<file path="src/core/ckp_pkg.sv">
// package: constants for the clock prescaler and speed select block
package ckp_pkg;
   // register addresses
   localparam logic [7:0] CKP_ADDR_SPEED_CTRL = 8'h8f;
   localparam logic [7:0] CKP_ADDR_RELOAD     = 8'h97;
   localparam logic [7:0] CKP_ADDR_SPI_CTRL   = 8'haf;
   // reset values and reload limit
   localparam logic [7:0] CKP_RELOAD_RST      = 8'hff;
   localparam logic [7:0] CKP_RELOAD_MAX      = 8'hff;
   localparam logic [6:0] CKP_SPEED_FAST_RST  = 7'h00;
   localparam logic       CKP_SPI_FAST_RST    = 1'b0;
   // field positions in the speed control and spi control registers
   localparam int CKP_BIT_DOUBLE_SPEED   = 0;
   localparam int CKP_BIT_TIMER_ZERO     = 1;
   localparam int CKP_BIT_TIMER_ONE      = 2;
   localparam int CKP_BIT_TIMER_TWO      = 3;
   localparam int CKP_BIT_UART           = 4;
   localparam int CKP_BIT_COUNTER_ARRAY  = 5;
   localparam int CKP_BIT_WATCHDOG       = 6;
   localparam int CKP_BIT_SPI            = 0;
   // oscillator periods per machine cycle
   localparam logic [3:0] CKP_PERIODS_STD  = 4'hc;
   localparam logic [3:0] CKP_PERIODS_FAST = 4'h6;
   // number of peripheral clock selects
   localparam int CKP_NUM_PERIPH = 7;
endpackage : ckp_pkg

</file>
<file path="src/core/ckp_div_if.sv">
// interface: prescaler control from the top to the divider
`timescale 1ns/10ps
interface ckp_div_if;
   logic       half_tick;
   logic       osc_tick;
   logic       double_speed;
   logic [7:0] reload;
   logic       tick;
   modport top (output half_tick, output osc_tick, output double_speed, output reload,
                input tick);
   modport div (input half_tick, input osc_tick, input double_speed, input reload,
                output tick);
endinterface : ckp_div_if

</file>
<file path="src/core/ckp_divider.sv">
// reload divider producing the prescaled clock tick
`timescale 1ns/10ps
module ckp_divider
   import ckp_pkg::*;
(
   input  wire logic i_clock,
   input  wire logic i_rst,
   ckp_div_if.div    bus
);
   typedef struct packed {
      logic [7:0] cnt;
      logic       phase;
      logic       tick;
   } ckp_div_st_t;

   ckp_div_st_t st_r;
   ckp_div_st_t st_nxt;
   logic        step;

   always_comb begin
      st_nxt      = st_r;
      st_nxt.tick = 1'b0;
      // double speed steps on every crystal rise, standard on every second one
      step = bus.double_speed ? bus.osc_tick : bus.half_tick;
      if (step) begin
         if (bus.reload == CKP_RELOAD_MAX) begin
            st_nxt.tick = 1'b1;
            st_nxt.cnt  = bus.reload;
         end else if (st_r.cnt == CKP_RELOAD_MAX) begin
            // new reload only here, except all ones, which applies on the next step and can cut a running pulse short
            // start one above reload: each half period is 255 minus reload steps
            st_nxt.cnt   = bus.reload + 8'h01;
            st_nxt.phase = ~st_r.phase;
            st_nxt.tick  = st_r.phase;
         end else begin
            st_nxt.cnt = st_r.cnt + 8'h01;
         end
      end
   end

   always_ff @(posedge i_clock or posedge i_rst) begin
      if (i_rst) begin
         st_r <= '{cnt: CKP_RELOAD_RST, phase: 1'b0, tick: 1'b0};
      end else begin
         st_r <= st_nxt;
      end
   end

   assign bus.tick = st_r.tick;
endmodule : ckp_divider

</file>
<file path="src/core/ckp_clock_prescaler.sv">
// top: clock prescaler, speed mode select and fast-clock control registers
//
// Contract
// - reset loads reload value with all ones
// - any written reload value divides the clock, except all ones in double speed (ratio one)
// - reload zero gives 1020 or 510 ratio
// - reload all ones gives two or one
// - double speed divides by 2*(255-reload)
// - standard divides by 4*(255-reload)
// - double speed: six periods per machine cycle
// - divide-by-two stage, bypassed in double speed
// - mode change applied on half-clock rising edge
// - bit 0 selects twelve or six periods
// - mode bit loaded from fuse after reset
// - fast-clock bits 6..1, spi bit 0
// - fast bits ignored unless double speed; 0=fast
// - spi register resets with bit 0 clear
// - reload register at 97h, resets all ones
`timescale 1ns/10ps
module ckp_clock_prescaler
   import ckp_pkg::*;
(
   // clock and reset
   input  wire logic       i_clock,
   input  wire logic       i_rst,
   // oscillator and fuse
   input  wire logic       i_crystal_input,
   input  wire logic       i_config_fuse_double_speed,
   // register port
   input  wire logic [7:0] i_addr,
   input  wire logic [7:0] i_wdata,
   input  wire logic       i_wr,
   input  wire logic       i_rd,
   output logic      [7:0] o_rdata,
   // clock outputs
   output logic            o_core_tick,
   output logic            o_double_speed_mode,
   output logic      [3:0] o_machine_periods,
   output logic      [6:0] o_periph_fast
);
   // ****************************************************
   // state
   // ****************************************************
   typedef struct packed {
      logic       xi_s1;
      logic       xi_s2;
      logic       xi_prev;
      logic       half;
      logic       fuse_s1;
      logic       fuse_s2;
      logic       fuse_v1;
      logic       fuse_v2;
      logic       fuse_loaded;
      logic       mode_req;
      logic       mode_act;
      logic [6:1] fast;
      logic       spi_fast;
      logic [7:0] reload;
      logic [7:0] rdata;
      logic       tick;
      logic [3:0] periods;
      logic [6:0] pfast;
   } ckp_st_t;

   ckp_st_t    st_r;
   ckp_st_t    st_nxt;
   logic       xi_rise;
   logic       half_rise;
   logic [6:0] fast_sel;

   ckp_div_if  dv ();

   // ****************************************************
   // divider
   // ****************************************************
   assign dv.half_tick    = half_rise;
   assign dv.osc_tick     = xi_rise;
   assign dv.double_speed = st_r.mode_act;
   assign dv.reload       = st_r.reload;

   ckp_divider u_div (
      .i_clock (i_clock),
      .i_rst   (i_rst),
      .bus     (dv.div)
   );

   // ****************************************************
   // next state
   // ****************************************************
   always_comb begin
      st_nxt       = st_r;
      // two-stage synchroniser for the crystal pin
      st_nxt.xi_s1 = i_crystal_input;
      st_nxt.xi_s2 = st_r.xi_s1;
      st_nxt.xi_prev = st_r.xi_s2;
      xi_rise   = st_r.xi_s2 & ~st_r.xi_prev;
      // divide-by-two stage on the crystal input
      half_rise = xi_rise & ~st_r.half;
      if (xi_rise) begin
         st_nxt.half = ~st_r.half;
      end
      // fuse pin synchronised; loaded once both stages hold a post-reset sample
      // limitation: a mode write in the first two cycles is overwritten
      st_nxt.fuse_s1 = i_config_fuse_double_speed;
      st_nxt.fuse_s2 = st_r.fuse_s1;
      st_nxt.fuse_v1 = 1'b1;
      st_nxt.fuse_v2 = st_r.fuse_v1;
      if (st_r.fuse_v2 && !st_r.fuse_loaded) begin
         st_nxt.fuse_loaded = 1'b1;
         st_nxt.mode_req    = st_r.fuse_s2;
      end
      // mode change only on a rising edge of the halved crystal
      if (half_rise) begin
         st_nxt.mode_act = st_r.mode_req;
      end
      if (i_wr) begin
         case (i_addr)
            CKP_ADDR_SPEED_CTRL: begin
               // bit 7 is reserved and not stored
               st_nxt.mode_req = i_wdata[CKP_BIT_DOUBLE_SPEED];
               st_nxt.fast     = i_wdata[6:1];
            end
            CKP_ADDR_SPI_CTRL: begin
               st_nxt.spi_fast = i_wdata[CKP_BIT_SPI];
            end
            CKP_ADDR_RELOAD: begin
               st_nxt.reload = i_wdata;
            end
            default: begin
            end
         endcase
      end
      st_nxt.rdata = 8'h00;
      if (i_rd) begin
         case (i_addr)
            CKP_ADDR_SPEED_CTRL: st_nxt.rdata = {1'b0, st_r.fast, st_r.mode_req};
            CKP_ADDR_SPI_CTRL:   st_nxt.rdata = {7'h00, st_r.spi_fast};
            CKP_ADDR_RELOAD:     st_nxt.rdata = st_r.reload;
            default:             st_nxt.rdata = 8'h00;
         endcase
      end
      st_nxt.tick    = dv.tick;
      st_nxt.periods = st_r.mode_act ? CKP_PERIODS_FAST : CKP_PERIODS_STD;
      // fast only in double speed and with the bit cleared
      fast_sel = {st_r.fast, st_r.spi_fast};
      for (int i = 0; i < CKP_NUM_PERIPH; i++) begin
         st_nxt.pfast[i] = st_r.mode_act & ~fast_sel[i];
      end
   end

   // ****************************************************
   // registers
   // ****************************************************
   always_ff @(posedge i_clock or posedge i_rst) begin
      if (i_rst) begin
         st_r <= '{xi_s1: 1'b0, xi_s2: 1'b0, xi_prev: 1'b0, half: 1'b0,
                   fuse_s1: 1'b0, fuse_s2: 1'b0, fuse_v1: 1'b0, fuse_v2: 1'b0,
                   fuse_loaded: 1'b0, mode_req: 1'b0, mode_act: 1'b0,
                   fast: CKP_SPEED_FAST_RST[6:1], spi_fast: CKP_SPI_FAST_RST,
                   reload: CKP_RELOAD_RST, rdata: 8'h00, tick: 1'b0,
                   periods: CKP_PERIODS_STD, pfast: 7'h00};
      end else begin
         st_r <= st_nxt;
      end
   end

   assign o_rdata             = st_r.rdata;
   assign o_core_tick         = st_r.tick;
   assign o_double_speed_mode = st_r.mode_act;
   assign o_machine_periods   = st_r.periods;
   // pfast bit 0 is spi, bits 6..1 match register bits
   assign o_periph_fast       = st_r.pfast;
endmodule : ckp_clock_prescaler

</file>
<file path="config.mk">
export PLATFORM = sky130hd
export DESIGN_NAME = ckp_clock_prescaler
export DESIGN_NICKNAME = d
export VERILOG_FILES = /design/src/core/ckp_pkg.sv /design/src/core/ckp_div_if.sv /design/src/core/ckp_divider.sv /design/src/core/ckp_clock_prescaler.sv
export SDC_FILE = /design/constraint.sdc
export NUM_CORES = 1
export LEC_CHECK = 0
export BUFFER_PORTS_ARGS = -buffer_cell sky130_fd_sc_hd__buf_2
export CAP_MARGIN = 20
export CORE_UTILIZATION = 50
export CTS_CLUSTER_DIAMETER = 150
export CTS_CLUSTER_SIZE = 16
export DETAILED_ROUTE_END_ITERATION = 12
export MAX_ROUTING_LAYER = met4
export PLACE_DENSITY_LB_ADDON = 0.08
export SLEW_MARGIN = 5
export SYNTH_ARGS = -nofsm -noshare
export SYNTH_HDL_FRONTEND = slang
export SYNTH_HIERARCHICAL = 1
export SYNTH_SLANG_ARGS = --single-unit
</file>
<file path="constraint.sdc">
create_clock -name i_clock -period 2.48 [get_ports i_clock]
set_input_delay 0.248 -clock i_clock [delete_from_list [all_inputs] [get_ports i_clock]]
set_output_delay 0.248 -clock i_clock [all_outputs]
set_load 0.005 [all_outputs]
</file>
# [After elaboration in Yosys (flattened, before gate mapping)]
# Cells that the tools add are included.
[classes] n_div=0 bitwise_logic=20 add_sub_neg=2 mux=12 eq_ne=5 order_cmp=0 multipliers=0 shift=0 reduce_logical=6
[ops] operator="8-bit == test (second input constant)" count=5
[ops] operator="8-bit 2-to-1 mux" count=3
[ops] operator="8-bit case mux with 3 select lines" count=1
[ops] operator="8-bit by 1-bit adder with 8-bit output (second input constant)" count=2
[ops] operator="1-bit inverter" count=11
[ops] operator="1-bit bitwise AND" count=9
[ops] operator="1-bit 2-to-1 mux" count=7
[ops] operator="2-bit AND reduction" count=3
[ops] operator="4-bit 2-to-1 mux" count=1
[ops] operator="3-bit AND reduction" count=1
[ops] operator="1-bit logical AND" count=1
[ops] operator="1-bit logical NOT" count=1
[totals] latchBits=0 romBits=0 mem_count=0 register_bits=56 ram_bits=0 out_inout_bits=21 elab_cells=66

# [Depth between registers and ports, before layout]
# Gate-level depths: netlist (run 1).
[depth] word_depth=5 ltp_mapped=9 depth_no_buf=8

# [Hierarchy]
# The synthesis (run 1) kept the hierarchy.
[by_module_without_submodules] mod="ckp_clock_prescaler" n_inst=1 area_per_inst_um2=1808.0 cells_each=136 seq_area_each_um2=1112.3
[by_module_without_submodules] mod="ckp_divider" n_inst=1 area_per_inst_um2=814.5 cells_each=95 seq_area_each_um2=260.2

# [Least setup slack after synthesis (run 1)]
# OpenSTA, ideal clock, no wires.
[synth_timing] kind="register to register" from="register u_div/st_r[7] in the netlist's numbering" to="register u_div/st_r[8] in the netlist's numbering" arrival_ps=1949 stages_incl_launch_ff=9 period_less_slack_ps=2039 setup_ps=90 required_ps=2390 path_slack_ps=441 cell_sequence="dfstp_2 nand4_1 or3_1 and2_1 ha_1 nand2_1 a311oi_2 o2111a_1 nor4_2"
[synth_between] elab_chain_cells=3 elab_cells_between_ends=4 classes_between="add/sub: 1; eq/ne: 1; mux: 2"
[synth_rtl] item="start: declaration" line="ckp_divider.sv:16" rtl="ckp_div_st_t st_r;"
[synth_rtl] item="start signal: assignment" line="ckp_divider.sv:43" rtl="st_r <= '{cnt: CKP_RELOAD_RST, phase: 1'b0, tick: 1'b0};"
[synth_rtl] item="start signal: assignment" line="ckp_divider.sv:45" rtl="st_r <= st_nxt;"
[synth_rtl] item="8-bit by 1-bit adder with 8-bit output or 8-bit == test (tied branches)" line="ckp_divider.sv:36, ckp_divider.sv:29"
[synth_rtl] item="8-bit 2-to-1 mux (*)" line="ckp_divider.sv:29" rtl="end else if (st_r.cnt == CKP_RELOAD_MAX) begin"
[synth_rtl] item="8-bit 2-to-1 mux (*)" line="ckp_divider.sv:26" rtl="if (bus.reload == CKP_RELOAD_MAX) begin"
# Mark *: on every way between the ends. The rest lies on a longest branch, timed or not.
# A chain may end at the register's enable or synchronous reset.

# [Worst setup path after layout (run 1)]
# Ends and elaborated chain as after synthesis.

==> run_summary.xml, run 1 <==
<?xml version="1.0" encoding="UTF-8"?>
<metrics>
  <group name="run_status">
    <metric name="status" unit="">finished clean</metric>
  </group>
  <group name="timing">
    <metric name="worst_hold_slack" unit="ps">45.41</metric>
    <metric name="setup_viol" unit="">0</metric>
    <metric name="post-route-worst-setup-slack" unit="ps">263.1</metric>
    <metric name="finalHoldViolCount" unit="">0</metric>
    <metric name="report.final.slew_viol_count" unit="">0</metric>
    <metric name="max_freq" unit="MHz">451.1</metric>
    <metric name="skew" unit="ps">6.897</metric>
    <metric name="timing_worst_slew_pin_value" unit="ps">623.5</metric>
    <metric name="totalNegativeSetupSlack" unit="ps">0</metric>
    <metric name="grt_setup_unrepaired" unit="">no</metric>
    <metric name="final_cycle_share" unit="%">89.39</metric>
    <metric name="final.min_clock_period" unit="ps">2217</metric>
    <metric name="maxSlewHeadroom" unit="%">58.39</metric>
  </group>
  <group name="clocking">
    <metric name="clock_transition_time_at_the_flip_flop_clock_pins_of_the_worst_setup_and_hold_paths" unit="ps">90</metric>
    <metric name="cts_max_path_buffers" unit="">2</metric>
    <metric name="insertion_delay_of_the_later_clocked_pin_in_the_worst_skew_pair" unit="ps">310</metric>
    <metric name="clk_root_buffer_cell" unit="">sky130_fd_sc_hd__clkbuf_8</metric>
    <metric name="clock_sinks" unit="">54</metric>
    <metric name="cts.repair.resized" unit="">0</metric>
    <metric name="tritoncts_clock_tree" unit="">built</metric>
    <metric name="htreeDepth" unit="">2</metric>
    <metric name="numCtsBuffers" unit="">5</metric>
  </group>
  <group name="global_route">
    <metric name="grt_pass1_wl" unit="mm">8.204</metric>
    <metric name="grt_antenna_before_repair" unit="">0</metric>
    <metric name="via_count_of_the_first_global_routing_pass" unit="">1679</metric>
    <metric name="grt_start_max_net_pins" unit="">26</metric>
    <metric name="grt_util_all_layers" unit="%">20.70</metric>
    <metric name="globalRouteOverflowTotal" unit="">0</metric>
  </group>
  <group name="synth">
    <metric name="synth.most_common_cell" unit="">sky130_fd_sc_hd__dfrtp_1</metric>
    <metric name="synth.ff_latch_count" unit="">54</metric>
    <metric name="synth_area_leaders" unit="">sky130_fd_sc_hd__dfrtp_1, sky130_fd_sc_hd__dfstp_2, sky130_fd_sc_hd__mux2_2</metric>
    <metric name="mean_instance_size_in_the_synthesized_netlist" unit="um^2">11.35</metric>
    <metric name="ys_dominant_reg_cell" unit="">sky130_fd_sc_hd__dfrtp_1</metric>
    <metric name="synth.yosys.seq_area_share" unit="%">52.34</metric>
    <metric name="post_synth_num_cell_types" unit="">54</metric>
    <metric name="async_flop_share" unit="%">100.0</metric>
    <metric name="netlist_top_cells_count" unit="">sky130_fd_sc_hd__dfrtp_1, sky130_fd_sc_hd__buf_4, sky130_fd_sc_hd__nand3_1, sky130_fd_sc_hd__mux2_2, sky130_fd_sc_hd__dfstp_2</metric>
    <metric name="synth-warning-count" unit="">6</metric>
    <metric name="netlist.area_leader.share" unit="%">35.31</metric>
    <metric name="synthesized_netlist_cell_count" unit="">231</metric>
    <metric name="post_synth_instance_area" unit="um^2">2623</metric>
    <metric name="synth_enable_flop_cells" unit="">0</metric>
    <metric name="synthDominantAreaCellType" unit="">sky130_fd_sc_hd__dfrtp_1</metric>
  </group>
  <group name="setup_path">
    <metric name="critPathLaunchType" unit="">flip-flop</metric>
    <metric name="cp_data_required_time" unit="ps">2700</metric>
    <metric name="r2r-start" unit="">u_div/st_r[7]</metric>
    <metric name="reg2reg_slack" unit="ps">260</metric>
    <metric name="critical_path_arrival" unit="ps">2440</metric>
    <metric name="timing.critical_path.fanout_max" unit="">7</metric>
    <metric name="regToRegEndpoint" unit="">u_div/st_r[8]</metric>
    <metric name="cp-end-kind" unit="">flip-flop</metric>
    <metric name="r2r.worst_path.cells" unit="">8</metric>
    <metric name="timing_worst_setup_path_type" unit="">reg2reg</metric>
  </group>
  <group name="detailed_routing">
    <metric name="vias" unit="">1774</metric>
    <metric name="detail_route.first_pass.iterations" unit="">4</metric>
    <metric name="drcViolationCount" unit="">0</metric>
    <metric name="via_per_inst" unit="">5.392</metric>
    <metric name="totalWireLength" unit="mm">4.926</metric>
    <metric name="wire_per_inst" unit="um">14.97</metric>
    <metric name="detail_route.iter0.violations" unit="">100</metric>
    <metric name="final_ant_viol_nets" unit="">0</metric>
  </group>
  <group name="floorplan">
    <metric name="die-area" unit="um^2">5538</metric>
    <metric name="die_y" unit="um">74.42</metric>
    <metric name="area_of_the_core" unit="um^2">4880</metric>
    <metric name="initial_core_util" unit="%">53.74</metric>
    <metric name="boundaryPins" unit="">43</metric>
    <metric name="fp-row-count" unit="">25</metric>
    <metric name="die_outline_width" unit="um">74.42</metric>
  </group>
  <group name="hold_path">
    <metric name="whs_path_depth" unit="">1</metric>
    <metric name="worst_hold_startpoint" unit="">i_crystal_input</metric>
    <metric name="min_to" unit="">st_nxt[44]</metric>
    <metric name="hold_path.class" unit="">in2reg</metric>
  </group>
  <group name="place">
    <metric name="post_dp_cell_area" unit="um^2">2786</metric>
    <metric name="pre_cts_worst_setup_slack" unit="ps">296.7</metric>
    <metric name="place_hpwl" unit="mm">3.653</metric>
    <metric name="portBuffers" unit="">40</metric>
    <metric name="finalWeightedCongestion" unit="">0.9036</metric>
  </group>
  <group name="power">
    <metric name="power.density" unit="nW/um^2">761.2</metric>
    <metric name="max-vdd-ir-drop" unit="mV">0.3135</metric>
    <metric name="design_power_total" unit="mW">2.194</metric>
    <metric name="cellLeakagePower" unit="nW">1.280</metric>
  </group>
  <group name="finish">
    <metric name="num-nets-final" unit="">284</metric>
    <metric name="final_area" unit="um^2">2883</metric>
    <metric name="final_layout_size_suffix_gt1_share" unit="%">37.79</metric>
    <metric name="syn_to_final_growth" unit="%">9.923</metric>
    <metric name="insertedDiodeCount" unit="">0</metric>
  </group>
  <group name="job">
    <metric name="cap_viol_max_count" unit="">0</metric>
  </group>
</metrics>
## critical path: stages (launching register included)
cell and delay (ps):
sky130_fd_sc_hd__dfstp_2 600, sky130_fd_sc_hd__nand4_1 150, sky130_fd_sc_hd__or3_1 390, sky130_fd_sc_hd__and2_1 170, sky130_fd_sc_hd__ha_1 250, sky130_fd_sc_hd__nand2_1 110
sky130_fd_sc_hd__a311oi_2 50, sky130_fd_sc_hd__o2111a_1 160, sky130_fd_sc_hd__nor4_2 250
## worst max path at each step
stage                             start       endpoint  slack (ps)  cells past startpoint
after floorplan           u_div/st_r[7]  u_div/st_r[8]         440                      8
after global placement    u_div/st_r[7]  u_div/st_r[8]         320                      8
after detailed placement  u_div/st_r[8]  u_div/st_r[8]         300                      8
after CTS                 u_div/st_r[7]  u_div/st_r[8]         270                      8
after global routing      u_div/st_r[7]  u_div/st_r[6]         110                      8
final                     u_div/st_r[7]  u_div/st_r[8]         260                      8
## cell type report
class	count	area, um^2
Clock buffer	6	72.57
Clock inverter	2	13.76
Fill cell	450	1997
Inverter	6	22.52
Multi-Input combinational cell	147	1042
Sequential cell	54	1373
Tap cell	67	83.83
Timing Repair Buffer	47	275.3
## through the flow
stage / utilization [%] / cells
after CTS: 59.08 / 329
after floorplan: - / 232
after detailed placement: 57.10 / 320
after global placement: 56.54 / 319
after global routing: 59.08 / 329
final: 59.08 / 329
## kinds of logic (layout without fill, tap and decap cells)
family	count (synthesis)	count (layout)	share of synthesized area, %
AO/OA/AOI/OAI	34	34	9.018
XOR/XNOR	2	2	0.6681
adder cells (fa/ha/maj)	1	1	0.4770
buffers and inverters	31	61	8.063
flip-flops	54	54	52.34
multiplexers	23	23	9.876
other	2	3	0.2864
AND/OR/NAND/NOR	84	84	19.28
## where the power goes
part,switching (mW),internal (mW)
Sequential,0.124,1.08
Combinational,0.280,0.232
Clock,0.280,0.202
## cells in the final DEF (no fill, tap or decap), types with 2 or more instances in the layout
master and instances:
sky130_fd_sc_hd__buf_2 40, sky130_fd_sc_hd__dfrtp_1 37, sky130_fd_sc_hd__nand3_1 22, sky130_fd_sc_hd__mux2_2 19, sky130_fd_sc_hd__dfstp_2 17, sky130_fd_sc_hd__a21oi_1 14
sky130_fd_sc_hd__nor2_1 14, sky130_fd_sc_hd__nand2_1 8, sky130_fd_sc_hd__nand4_1 6, sky130_fd_sc_hd__and3_1 5, sky130_fd_sc_hd__clkbuf_8 5, sky130_fd_sc_hd__buf_4 5
sky130_fd_sc_hd__nor3_1 5, sky130_fd_sc_hd__inv_1 4, sky130_fd_sc_hd__nor2b_1 3, sky130_fd_sc_hd__conb_1 3, sky130_fd_sc_hd__mux2i_1 3, sky130_fd_sc_hd__o211ai_1 3
sky130_fd_sc_hd__and4bb_1 2, sky130_fd_sc_hd__nand3_4 2, sky130_fd_sc_hd__clkinv_1 2, sky130_fd_sc_hd__and2_1 2, sky130_fd_sc_hd__nor4_1 2, sky130_fd_sc_hd__o31ai_1 2
sky130_fd_sc_hd__o21ai_0 2, sky130_fd_sc_hd__a2bb2oi_1 2
## routing by layer
metal / global-route usage (%) / wire length [um]
met1: 29.70 / 2568
met4: 8.386 / 68
met3: 3.794 / 244
met5: - / 0
met2: 28.73 / 2045
## timing repair
action                                 CTS  global route
endpoints found under the hold margin    9             0
hold buffers                             1             0
setup buffers                            0             0
## flip-flops by register name (all words and copies together), names as in the netlist
register / flops
o_machine_periods: 2
dv.reload: 8
st_nxt: 4
o_periph_fast: 7
o_double_speed_mode: 1
o_rdata: 8
u_div/bus.tick: 1
st_r: 6
o_core_tick: 1
u_div/st_r: 9
fast_sel: 7
Note: power is estimated with default switching activity, not from simulation.
==> run 2: changes to the inputs <==
==> constraint.sdc (replaced) <==
create_clock -name i_clock -period 2.1 [get_ports i_clock]
set_input_delay 0.21 -clock i_clock [delete_from_list [all_inputs] [get_ports i_clock]]
set_output_delay 0.21 -clock i_clock [all_outputs]
set_load 0.1 [all_outputs]
==> run 2 against run 1 <==
  * Utilization grew 3.2 points
  * Count of clock-buffer cells in the layout unchanged
  * Flip-flop and latch count did not move
  * Clock skew grew 2.0 ps
  * Via count grew 9.2%
  * Wire length increased by 6.9%
  * Sequential power rose by 15%
  * Final cell count grew 4.6%
  * Critical path type unchanged
  * Register-to-register slack lost 170 ps
  * Critical endpoint unchanged
  * Combinational power increased to 3.0 times the previous value
  * Largest power group is now combinational logic
  * Global-route usage increased by 0.071 points
  * Clock power up 43%
==> run_summary.xml, run 2 (synthesis gave the netlist of run 1 again) <==
<?xml version="1.0" encoding="UTF-8"?>
<metrics>
  <group name="hold_path">
    <metric name="hold_path.class" unit="">in2reg</metric>
    <metric name="worst_hold_startpoint" unit="">i_crystal_input</metric>
    <metric name="whs_path_depth" unit="">1</metric>
  </group>
  <group name="setup_path">
    <metric name="r2r.worst_path.cells" unit="">8</metric>
    <metric name="critPathLaunchType" unit="">flip-flop</metric>
    <metric name="critical_path.cell_chain" unit="">nand4_1 -&gt; or3_1 -&gt; and2_4 -&gt; ha_4 -&gt; nand2_1 -&gt; a311oi_2 -&gt; o2111a_1 -&gt; nor4_2</metric>
    <metric name="crit_cells" unit="">8</metric>
    <metric name="critical_path_arrival" unit="ps">2230</metric>
    <metric name="timing.critical_path.fanout_max" unit="">6</metric>
    <metric name="critPathLaunch" unit="">u_div/st_r[4]</metric>
    <metric name="timing_worst_setup_path_type" unit="">reg2reg</metric>
    <metric name="slowest_delay" unit="ps">590</metric>
    <metric name="library_cell_contributing_the_largest_single_delay_on_the_critical_path" unit="">sky130_fd_sc_hd__dfstp_2</metric>
    <metric name="cp-end-kind" unit="">flip-flop</metric>
    <metric name="critPathTopFamily" unit="">simple AND/OR/NAND/NOR gates</metric>
    <metric name="r2r-start" unit="">u_div/st_r[4]</metric>
    <metric name="critical_path_buf_inv_count" unit="">0</metric>
    <metric name="cp_data_required_time" unit="ps">2320</metric>
  </group>
  <group name="clocking">
    <metric name="tritoncts_clock_tree" unit="">built</metric>
    <metric name="insertion_delay_of_the_later_clocked_pin_in_the_worst_skew_pair" unit="ps">300</metric>
    <metric name="htreeDepth" unit="">2</metric>
    <metric name="clock_transition_time_at_the_flip_flop_clock_pins_of_the_worst_setup_and_hold_paths" unit="ps">100</metric>
    <metric name="cts_max_path_buffers" unit="">2</metric>
    <metric name="clock_sinks" unit="">54</metric>
    <metric name="numCtsBuffers" unit="">5</metric>
    <metric name="clk_root_buffer_cell" unit="">sky130_fd_sc_hd__clkbuf_8</metric>
  </group>
  <group name="run_status">
    <metric name="status" unit="">finished clean</metric>
  </group>
  <group name="place">
    <metric name="place_inst" unit="">329</metric>
    <metric name="pre_cts_worst_setup_slack" unit="ps">36.88</metric>
    <metric name="place_hpwl" unit="mm">3.795</metric>
    <metric name="portBuffers" unit="">40</metric>
    <metric name="finalWeightedCongestion" unit="">0.9748</metric>
  </group>
  <group name="timing">
    <metric name="totalNegativeSetupSlack" unit="ps">0</metric>
    <metric name="setup_viol" unit="">0</metric>
    <metric name="skew" unit="ps">8.930</metric>
    <metric name="grt_setup_unrepaired" unit="">no</metric>
    <metric name="max_freq" unit="MHz">497.2</metric>
    <metric name="finalHoldViolCount" unit="">0</metric>
    <metric name="final_cycle_share" unit="%">95.77</metric>
    <metric name="timing_worst_slew_pin_value" unit="ps">679.7</metric>
    <metric name="final.min_clock_period" unit="ps">2011</metric>
    <metric name="report.final.slew_viol_count" unit="">0</metric>
    <metric name="post-route-worst-setup-slack" unit="ps">88.92</metric>
    <metric name="maxSlewHeadroom" unit="%">54.64</metric>
  </group>
  <group name="floorplan">
    <metric name="boundaryPins" unit="">43</metric>
    <metric name="fp-row-count" unit="">25</metric>
    <metric name="die_y" unit="um">74.42</metric>
    <metric name="die_outline_width" unit="um">74.42</metric>
    <metric name="area_of_the_core" unit="um^2">4880</metric>
    <metric name="initial_core_util" unit="%">53.74</metric>
    <metric name="die-area" unit="um^2">5538</metric>
  </group>
  <group name="job">
    <metric name="cap_viol_max_count" unit="">0</metric>
  </group>
  <group name="power">
    <metric name="max-vdd-ir-drop" unit="mV">0.8867</metric>
    <metric name="cellLeakagePower" unit="nW">1.357</metric>
    <metric name="power.density" unit="nW/um^2">1187</metric>
    <metric name="design_power_total" unit="mW">3.608</metric>
  </group>
  <group name="detailed_routing">
    <metric name="drcViolationCount" unit="">0</metric>
    <metric name="detail_route.first_pass.iterations" unit="">5</metric>
    <metric name="final_ant_viol_nets" unit="">0</metric>
    <metric name="wire_per_inst" unit="um">15.31</metric>
    <metric name="via_per_inst" unit="">5.634</metric>
    <metric name="totalWireLength" unit="mm">5.266</metric>
    <metric name="detail_route.iter0.violations" unit="">149</metric>
    <metric name="vias" unit="">1938</metric>
  </group>
  <group name="finish">
    <metric name="syn_to_final_growth" unit="%">15.94</metric>
    <metric name="layout.cells.most_common_list" unit="">sky130_fd_sc_hd__buf_2, sky130_fd_sc_hd__dfrtp_1, sky130_fd_sc_hd__nand3_1, sky130_fd_sc_hd__buf_4, sky130_fd_sc_hd__mux2_2</metric>
    <metric name="fin_cells" unit="">344</metric>
    <metric name="registers.top_by_ff_count" unit="">u_div/st_r</metric>
    <metric name="final_layout_size_suffix_gt1_share" unit="%">42.96</metric>
    <metric name="num-nets-final" unit="">299</metric>
    <metric name="largest_register_ffs" unit="">9</metric>
    <metric name="layout.cells.most_common" unit="">sky130_fd_sc_hd__buf_2</metric>
    <metric name="insertedDiodeCount" unit="">0</metric>
    <metric name="postLayoutCoreUtil" unit="%">62.31</metric>
  </group>
  <group name="global_route">
    <metric name="grt_util_all_layers" unit="%">20.77</metric>
    <metric name="globalRouteOverflowTotal" unit="">0</metric>
    <metric name="grt_antenna_before_repair" unit="">0</metric>
    <metric name="grt_pass1_wl" unit="mm">8.397</metric>
    <metric name="grt_start_max_net_pins" unit="">45</metric>
    <metric name="via_count_of_the_first_global_routing_pass" unit="">1768</metric>
  </group>
</metrics>
[run 2: cell types whose count changed in the layout (fill, tap and decap cells not counted), sizes merged]
cell         before  now
clkinvlp          0    1
bufinv            0    1
inv               5    4
buf              46   60
dlygate4sd3       1    2
clkinv            3    2
[run 2: per-stage QoR]
stage	area (um^2)	hold WS, ps
after floorplan	2626	44.45
after global placement	2834	224.2
after detailed placement	2834	238.0
after CTS	2964	8.908
after global routing	3040	4.446
final	3040	14.40
[run 2: repair_timing]
item,in CTS,in global routing
setup buffers,0,5
endpoints found under the setup margin,0,3
gates resized for setup,0,8
hold endpoints to repair,3,0
hold buffers,2,0
[run 2: area by class of cell]
cell class | count | area, um^2
flip-flops and latches | 54 | 1373
clock inverters | 2 | 37.54
repair buffers | 62 | 370.4
clock buffers | 6 | 72.57
fillers | 418 | 1839
multi-input cells | 147 | 1081
inverters | 6 | 22.52
well taps | 67 | 83.83
[run 2: power by group]
| group | total (mW) | internal (mW) | switching (mW) |
|---|---|---|---|
| clock | 0.691 | 0.356 | 0.335 |
| sequential | 1.38 | 1.27 | 0.113 |
| combinational | 1.54 | 0.394 | 1.14 |
| total | 3.61 | 2.02 | 1.59 |
[run 2: path summary, 6_finish.rpt]
kind	endpoint	slack (ps)
worst min register to register	o_core_tick	360
worst max register to register	u_div/st_r[8]	90
max in group asynchronous	dv.reload[3]	1140
min in group asynchronous	u_div/bus.tick	460
worst max-delay path	u_div/st_r[8]	90
worst min-delay path	st_nxt[44]	10
[run 2: layer usage]
layer	part of all wire [%]	vias to the layer above	global-route usage, %
met5	0	-	-
met1	47	940	28.58
met4	1.6	0	7.338
li1	-	907	-
met3	7.2	11	4.201
met2	44	80	30.43
[run 2: worst reg2reg max path, stage by stage (launching register included)]
cell	delay [ps]
sky130_fd_sc_hd__dfstp_2	590
sky130_fd_sc_hd__nand4_1	120
sky130_fd_sc_hd__or3_1	390
sky130_fd_sc_hd__and2_4	180
sky130_fd_sc_hd__ha_4	160
sky130_fd_sc_hd__nand2_1	80
sky130_fd_sc_hd__a311oi_2	60
sky130_fd_sc_hd__o2111a_1	160
sky130_fd_sc_hd__nor4_2	200
==> run 3: changes to the inputs <==
--- a/config.mk
+++ b/config.mk
@@ -5,14 +5,16 @@
 export SDC_FILE = /design/constraint.sdc
 export NUM_CORES = 1
 export LEC_CHECK = 0
-export BUFFER_PORTS_ARGS = -buffer_cell sky130_fd_sc_hd__buf_2
+export BUFFER_PORTS_ARGS = -buffer_cell sky130_fd_sc_hd__clkbuf_2
 export CAP_MARGIN = 20
 export CORE_UTILIZATION = 50
 export CTS_CLUSTER_DIAMETER = 150
 export CTS_CLUSTER_SIZE = 16
 export DETAILED_ROUTE_END_ITERATION = 12
+export GPL_TIMING_DRIVEN = 0
 export MAX_ROUTING_LAYER = met4
 export PLACE_DENSITY_LB_ADDON = 0.08
+export RECOVER_POWER = 25
 export SLEW_MARGIN = 5
 export SYNTH_ARGS = -nofsm -noshare
 export SYNTH_HDL_FRONTEND = slang
==> run 3 against run 2 <==
  * Setup slack worse by 43 ps
  * Wire length up 4.3%
  * Sequential share of layout area down 2.6 points
  * Critical endpoint unchanged
  * Largest cell class unchanged
==> run_summary.xml, run 3 (synthesis gave the netlist of run 1 again) <==
<?xml version="1.0" encoding="UTF-8"?>
<metrics>
  <group name="run_status">
    <metric name="status" unit="">finished clean</metric>
  </group>
  <group name="timing">
    <metric name="grt_setup_unrepaired" unit="">yes</metric>
    <metric name="skew" unit="ps">5.033</metric>
    <metric name="final_cycle_share" unit="%">97.79</metric>
    <metric name="setup_viol" unit="">0</metric>
    <metric name="maxSlewHeadroom" unit="%">33.14</metric>
    <metric name="post-route-worst-setup-slack" unit="ps">46.38</metric>
    <metric name="final.min_clock_period" unit="ps">2054</metric>
    <metric name="timing_worst_slew_pin_value" unit="ps">1003</metric>
    <metric name="totalNegativeSetupSlack" unit="ps">0</metric>
    <metric name="finalHoldViolCount" unit="">0</metric>
    <metric name="report.final.slew_viol_count" unit="">0</metric>
    <metric name="max_freq" unit="MHz">486.9</metric>
  </group>
  <group name="setup_path">
    <metric name="r2r-start" unit="">u_div/st_r[6]</metric>
    <metric name="slowest_delay" unit="ps">580</metric>
    <metric name="library_cell_contributing_the_largest_single_delay_on_the_critical_path" unit="">sky130_fd_sc_hd__dfstp_2</metric>
    <metric name="critPathLaunch" unit="">u_div/st_r[6]</metric>
    <metric name="cp_data_required_time" unit="ps">2310</metric>
    <metric name="crit_cells" unit="">8</metric>
    <metric name="timing_worst_setup_path_type" unit="">reg2reg</metric>
    <metric name="critical_path_buf_inv_count" unit="">0</metric>
    <metric name="cp-end-kind" unit="">flip-flop</metric>
    <metric name="critPathTopFamily" unit="">simple AND/OR/NAND/NOR gates</metric>
    <metric name="critPathLaunchType" unit="">flip-flop</metric>
    <metric name="critical_path_arrival" unit="ps">2260</metric>
    <metric name="r2r.worst_path.cells" unit="">8</metric>
    <metric name="critical_path.cell_chain" unit="">nand4_1 -&gt; or3_4 -&gt; and2_4 -&gt; ha_4 -&gt; nand2_4 -&gt; a311oi_4 -&gt; o2111a_1 -&gt; nor4_2</metric>
    <metric name="timing.critical_path.fanout_max" unit="">5</metric>
  </group>
  <group name="floorplan">
    <metric name="die_y" unit="um">74.42</metric>
    <metric name="boundaryPins" unit="">43</metric>
    <metric name="die-area" unit="um^2">5538</metric>
    <metric name="area_of_the_core" unit="um^2">4880</metric>
    <metric name="die_outline_width" unit="um">74.42</metric>
    <metric name="initial_core_util" unit="%">53.74</metric>
    <metric name="fp-row-count" unit="">25</metric>
  </group>
  <group name="power">
    <metric name="switching_power_as_a_share_of_total_power" unit="%">44.46</metric>
    <metric name="p_sw" unit="mW">1.637</metric>
    <metric name="max-vdd-ir-drop" unit="mV">0.8641</metric>
    <metric name="internal_cell_power" unit="mW">2.044</metric>
    <metric name="comb_power_share" unit="%">45.6</metric>
    <metric name="design_power_total" unit="mW">3.681</metric>
    <metric name="power.density" unit="nW/um^2">1142</metric>
    <metric name="cellLeakagePower" unit="nW">1.472</metric>
    <metric name="sequentialPowerShare" unit="%">38.2</metric>
    <metric name="clockPowerShare" unit="%">16.1</metric>
  </group>
  <group name="clocking">
    <metric name="htreeDepth" unit="">2</metric>
    <metric name="clock_sinks" unit="">54</metric>
    <metric name="insertion_delay_of_the_later_clocked_pin_in_the_worst_skew_pair" unit="ps">300</metric>
    <metric name="cts_max_path_buffers" unit="">2</metric>
    <metric name="tritoncts_clock_tree" unit="">built</metric>
    <metric name="clk_root_buffer_cell" unit="">sky130_fd_sc_hd__clkbuf_8</metric>
    <metric name="clock_transition_time_at_the_flip_flop_clock_pins_of_the_worst_setup_and_hold_paths" unit="ps">90</metric>
    <metric name="numCtsBuffers" unit="">5</metric>
  </group>
  <group name="finish">
    <metric name="registers.top_by_ff_count" unit="">u_div/st_r</metric>
    <metric name="insertedDiodeCount" unit="">0</metric>
    <metric name="layout.filler_cells" unit="">408</metric>
    <metric name="fin_cells" unit="">365</metric>
    <metric name="layout.cells.most_common_list" unit="">sky130_fd_sc_hd__clkbuf_2, sky130_fd_sc_hd__buf_4, sky130_fd_sc_hd__dfrtp_1, sky130_fd_sc_hd__nand3_1, sky130_fd_sc_hd__mux2_2</metric>
    <metric name="layout.cells.most_common" unit="">sky130_fd_sc_hd__clkbuf_2</metric>
    <metric name="final_layout_size_suffix_gt1_share" unit="%">47.32</metric>
    <metric name="postLayoutCoreUtil" unit="%">66.05</metric>
    <metric name="largest_register_ffs" unit="">9</metric>
    <metric name="syn_to_final_growth" unit="%">22.90</metric>
    <metric name="num-nets-final" unit="">320</metric>
  </group>
  <group name="global_route">
    <metric name="grt_antenna_before_repair" unit="">0</metric>
    <metric name="grt_pass1_wl" unit="mm">9.114</metric>
    <metric name="globalRouteOverflowTotal" unit="">0</metric>
    <metric name="grt_start_max_net_pins" unit="">43</metric>
    <metric name="via_count_of_the_first_global_routing_pass" unit="">1867</metric>
    <metric name="grt_util_all_layers" unit="%">22.41</metric>
  </group>
  <group name="place">
    <metric name="place_inst" unit="">340</metric>
    <metric name="finalWeightedCongestion" unit="">0.8967</metric>
    <metric name="pre_cts_worst_setup_slack" unit="ps">-175.4</metric>
    <metric name="portBuffers" unit="">40</metric>
    <metric name="place_hpwl" unit="mm">3.848</metric>
  </group>
  <group name="detailed_routing">
    <metric name="via_per_inst" unit="">5.400</metric>
    <metric name="vias" unit="">1971</metric>
    <metric name="detail_route.first_pass.iterations" unit="">4</metric>
    <metric name="drcViolationCount" unit="">0</metric>
    <metric name="detail_route.iter0.violations" unit="">117</metric>
    <metric name="totalWireLength" unit="mm">5.492</metric>
    <metric name="final_ant_viol_nets" unit="">0</metric>
    <metric name="wire_per_inst" unit="um">15.05</metric>
  </group>
  <group name="hold_path">
    <metric name="worst_hold_startpoint" unit="">i_crystal_input</metric>
    <metric name="whs_path_depth" unit="">1</metric>
    <metric name="hold_path.class" unit="">in2reg</metric>
  </group>
  <group name="job">
    <metric name="cap_viol_max_count" unit="">0</metric>
  </group>
</metrics>
==> run 3: changes by cell type in the layout (fill, tap and decap cells not counted), moves of 2 or more <==
cell                       before  now
sky130_fd_sc_hd__buf_2         40    0
sky130_fd_sc_hd__buf_4         20   38
sky130_fd_sc_hd__clkbuf_2       0   40
sky130_fd_sc_hd__nand3_2        2    0
sky130_fd_sc_hd__nand3_4        2    4
==> run 3: repair_timing <==
action,4_1_cts,5_1_grt
gates resized for setup,3,12
buffers inserted,8,7
cloned,0,0
hold buffers,1,1
setup endpoints to repair,2,2
endpoints found under the hold margin,37,1
pin swaps,3,9
==> run 3: cell type report <==
| class | count | area (um^2) | area share (%) |
|---|---|---|---|
| Multi-Input combinational cell | 147 | 1121 | 34.78 |
| Buffer | 25 | 191.4 | 5.939 |
| Tap cell | 67 | 83.83 | 2.601 |
| Timing Repair Buffer | 58 | 336.6 | 10.44 |
| Inverter | 6 | 22.52 | 0.6988 |
| Sequential cell | 54 | 1373 | 42.59 |
| Clock buffer | 7 | 86.33 | 2.679 |
| Clock inverter | 1 | 8.758 | 0.2717 |
==> run 3: final timing paths <==
path	end	slack, ps
setup / recovery	u_div/st_r[8]	50
min in group asynchronous	o_core_tick	300
setup reg to reg	u_div/st_r[8]	50
hold reg to reg	o_core_tick	360
hold / removal	st_nxt[44]	20
max in group asynchronous	o_rdata[7]	650
==> run 3: power groups by stage <==
stage | Clock, mW | Combinational (mW) | Sequential (mW)
final | 0.594 | 1.68 | 1.41
after global placement | 0 | 1.42 | 1.44
after CTS | 0.611 | 1.52 | 1.41
after detailed placement | 0 | 1.43 | 1.45
after floorplan | 0 | 1.16 | 1.47
after global routing | 0.653 | 1.79 | 1.43
==> run 3: per-stage QoR <==
| step | hold WS [ps] | area, um^2 |
|---|---|---|
| after floorplan | 44.45 | 2626 |
| after global placement | 215.0 | 2910 |
| after detailed placement | 74.00 | 2930 |
| after CTS | 2.920 | 3110 |
| after global routing | 3.459 | 3223 |
| final | 18.92 | 3223 |
==> run 3: per-layer routing <==
layer | vias to the layer above | GRT usage [%] | routed length, um
li1 | 953 | - | -
met1 | 959 | 31.71 | 2711
met2 | 54 | 33.53 | 2546
met3 | 5 | 4.201 | 202
met4 | 0 | 4.822 | 32
met5 | - | - | 0
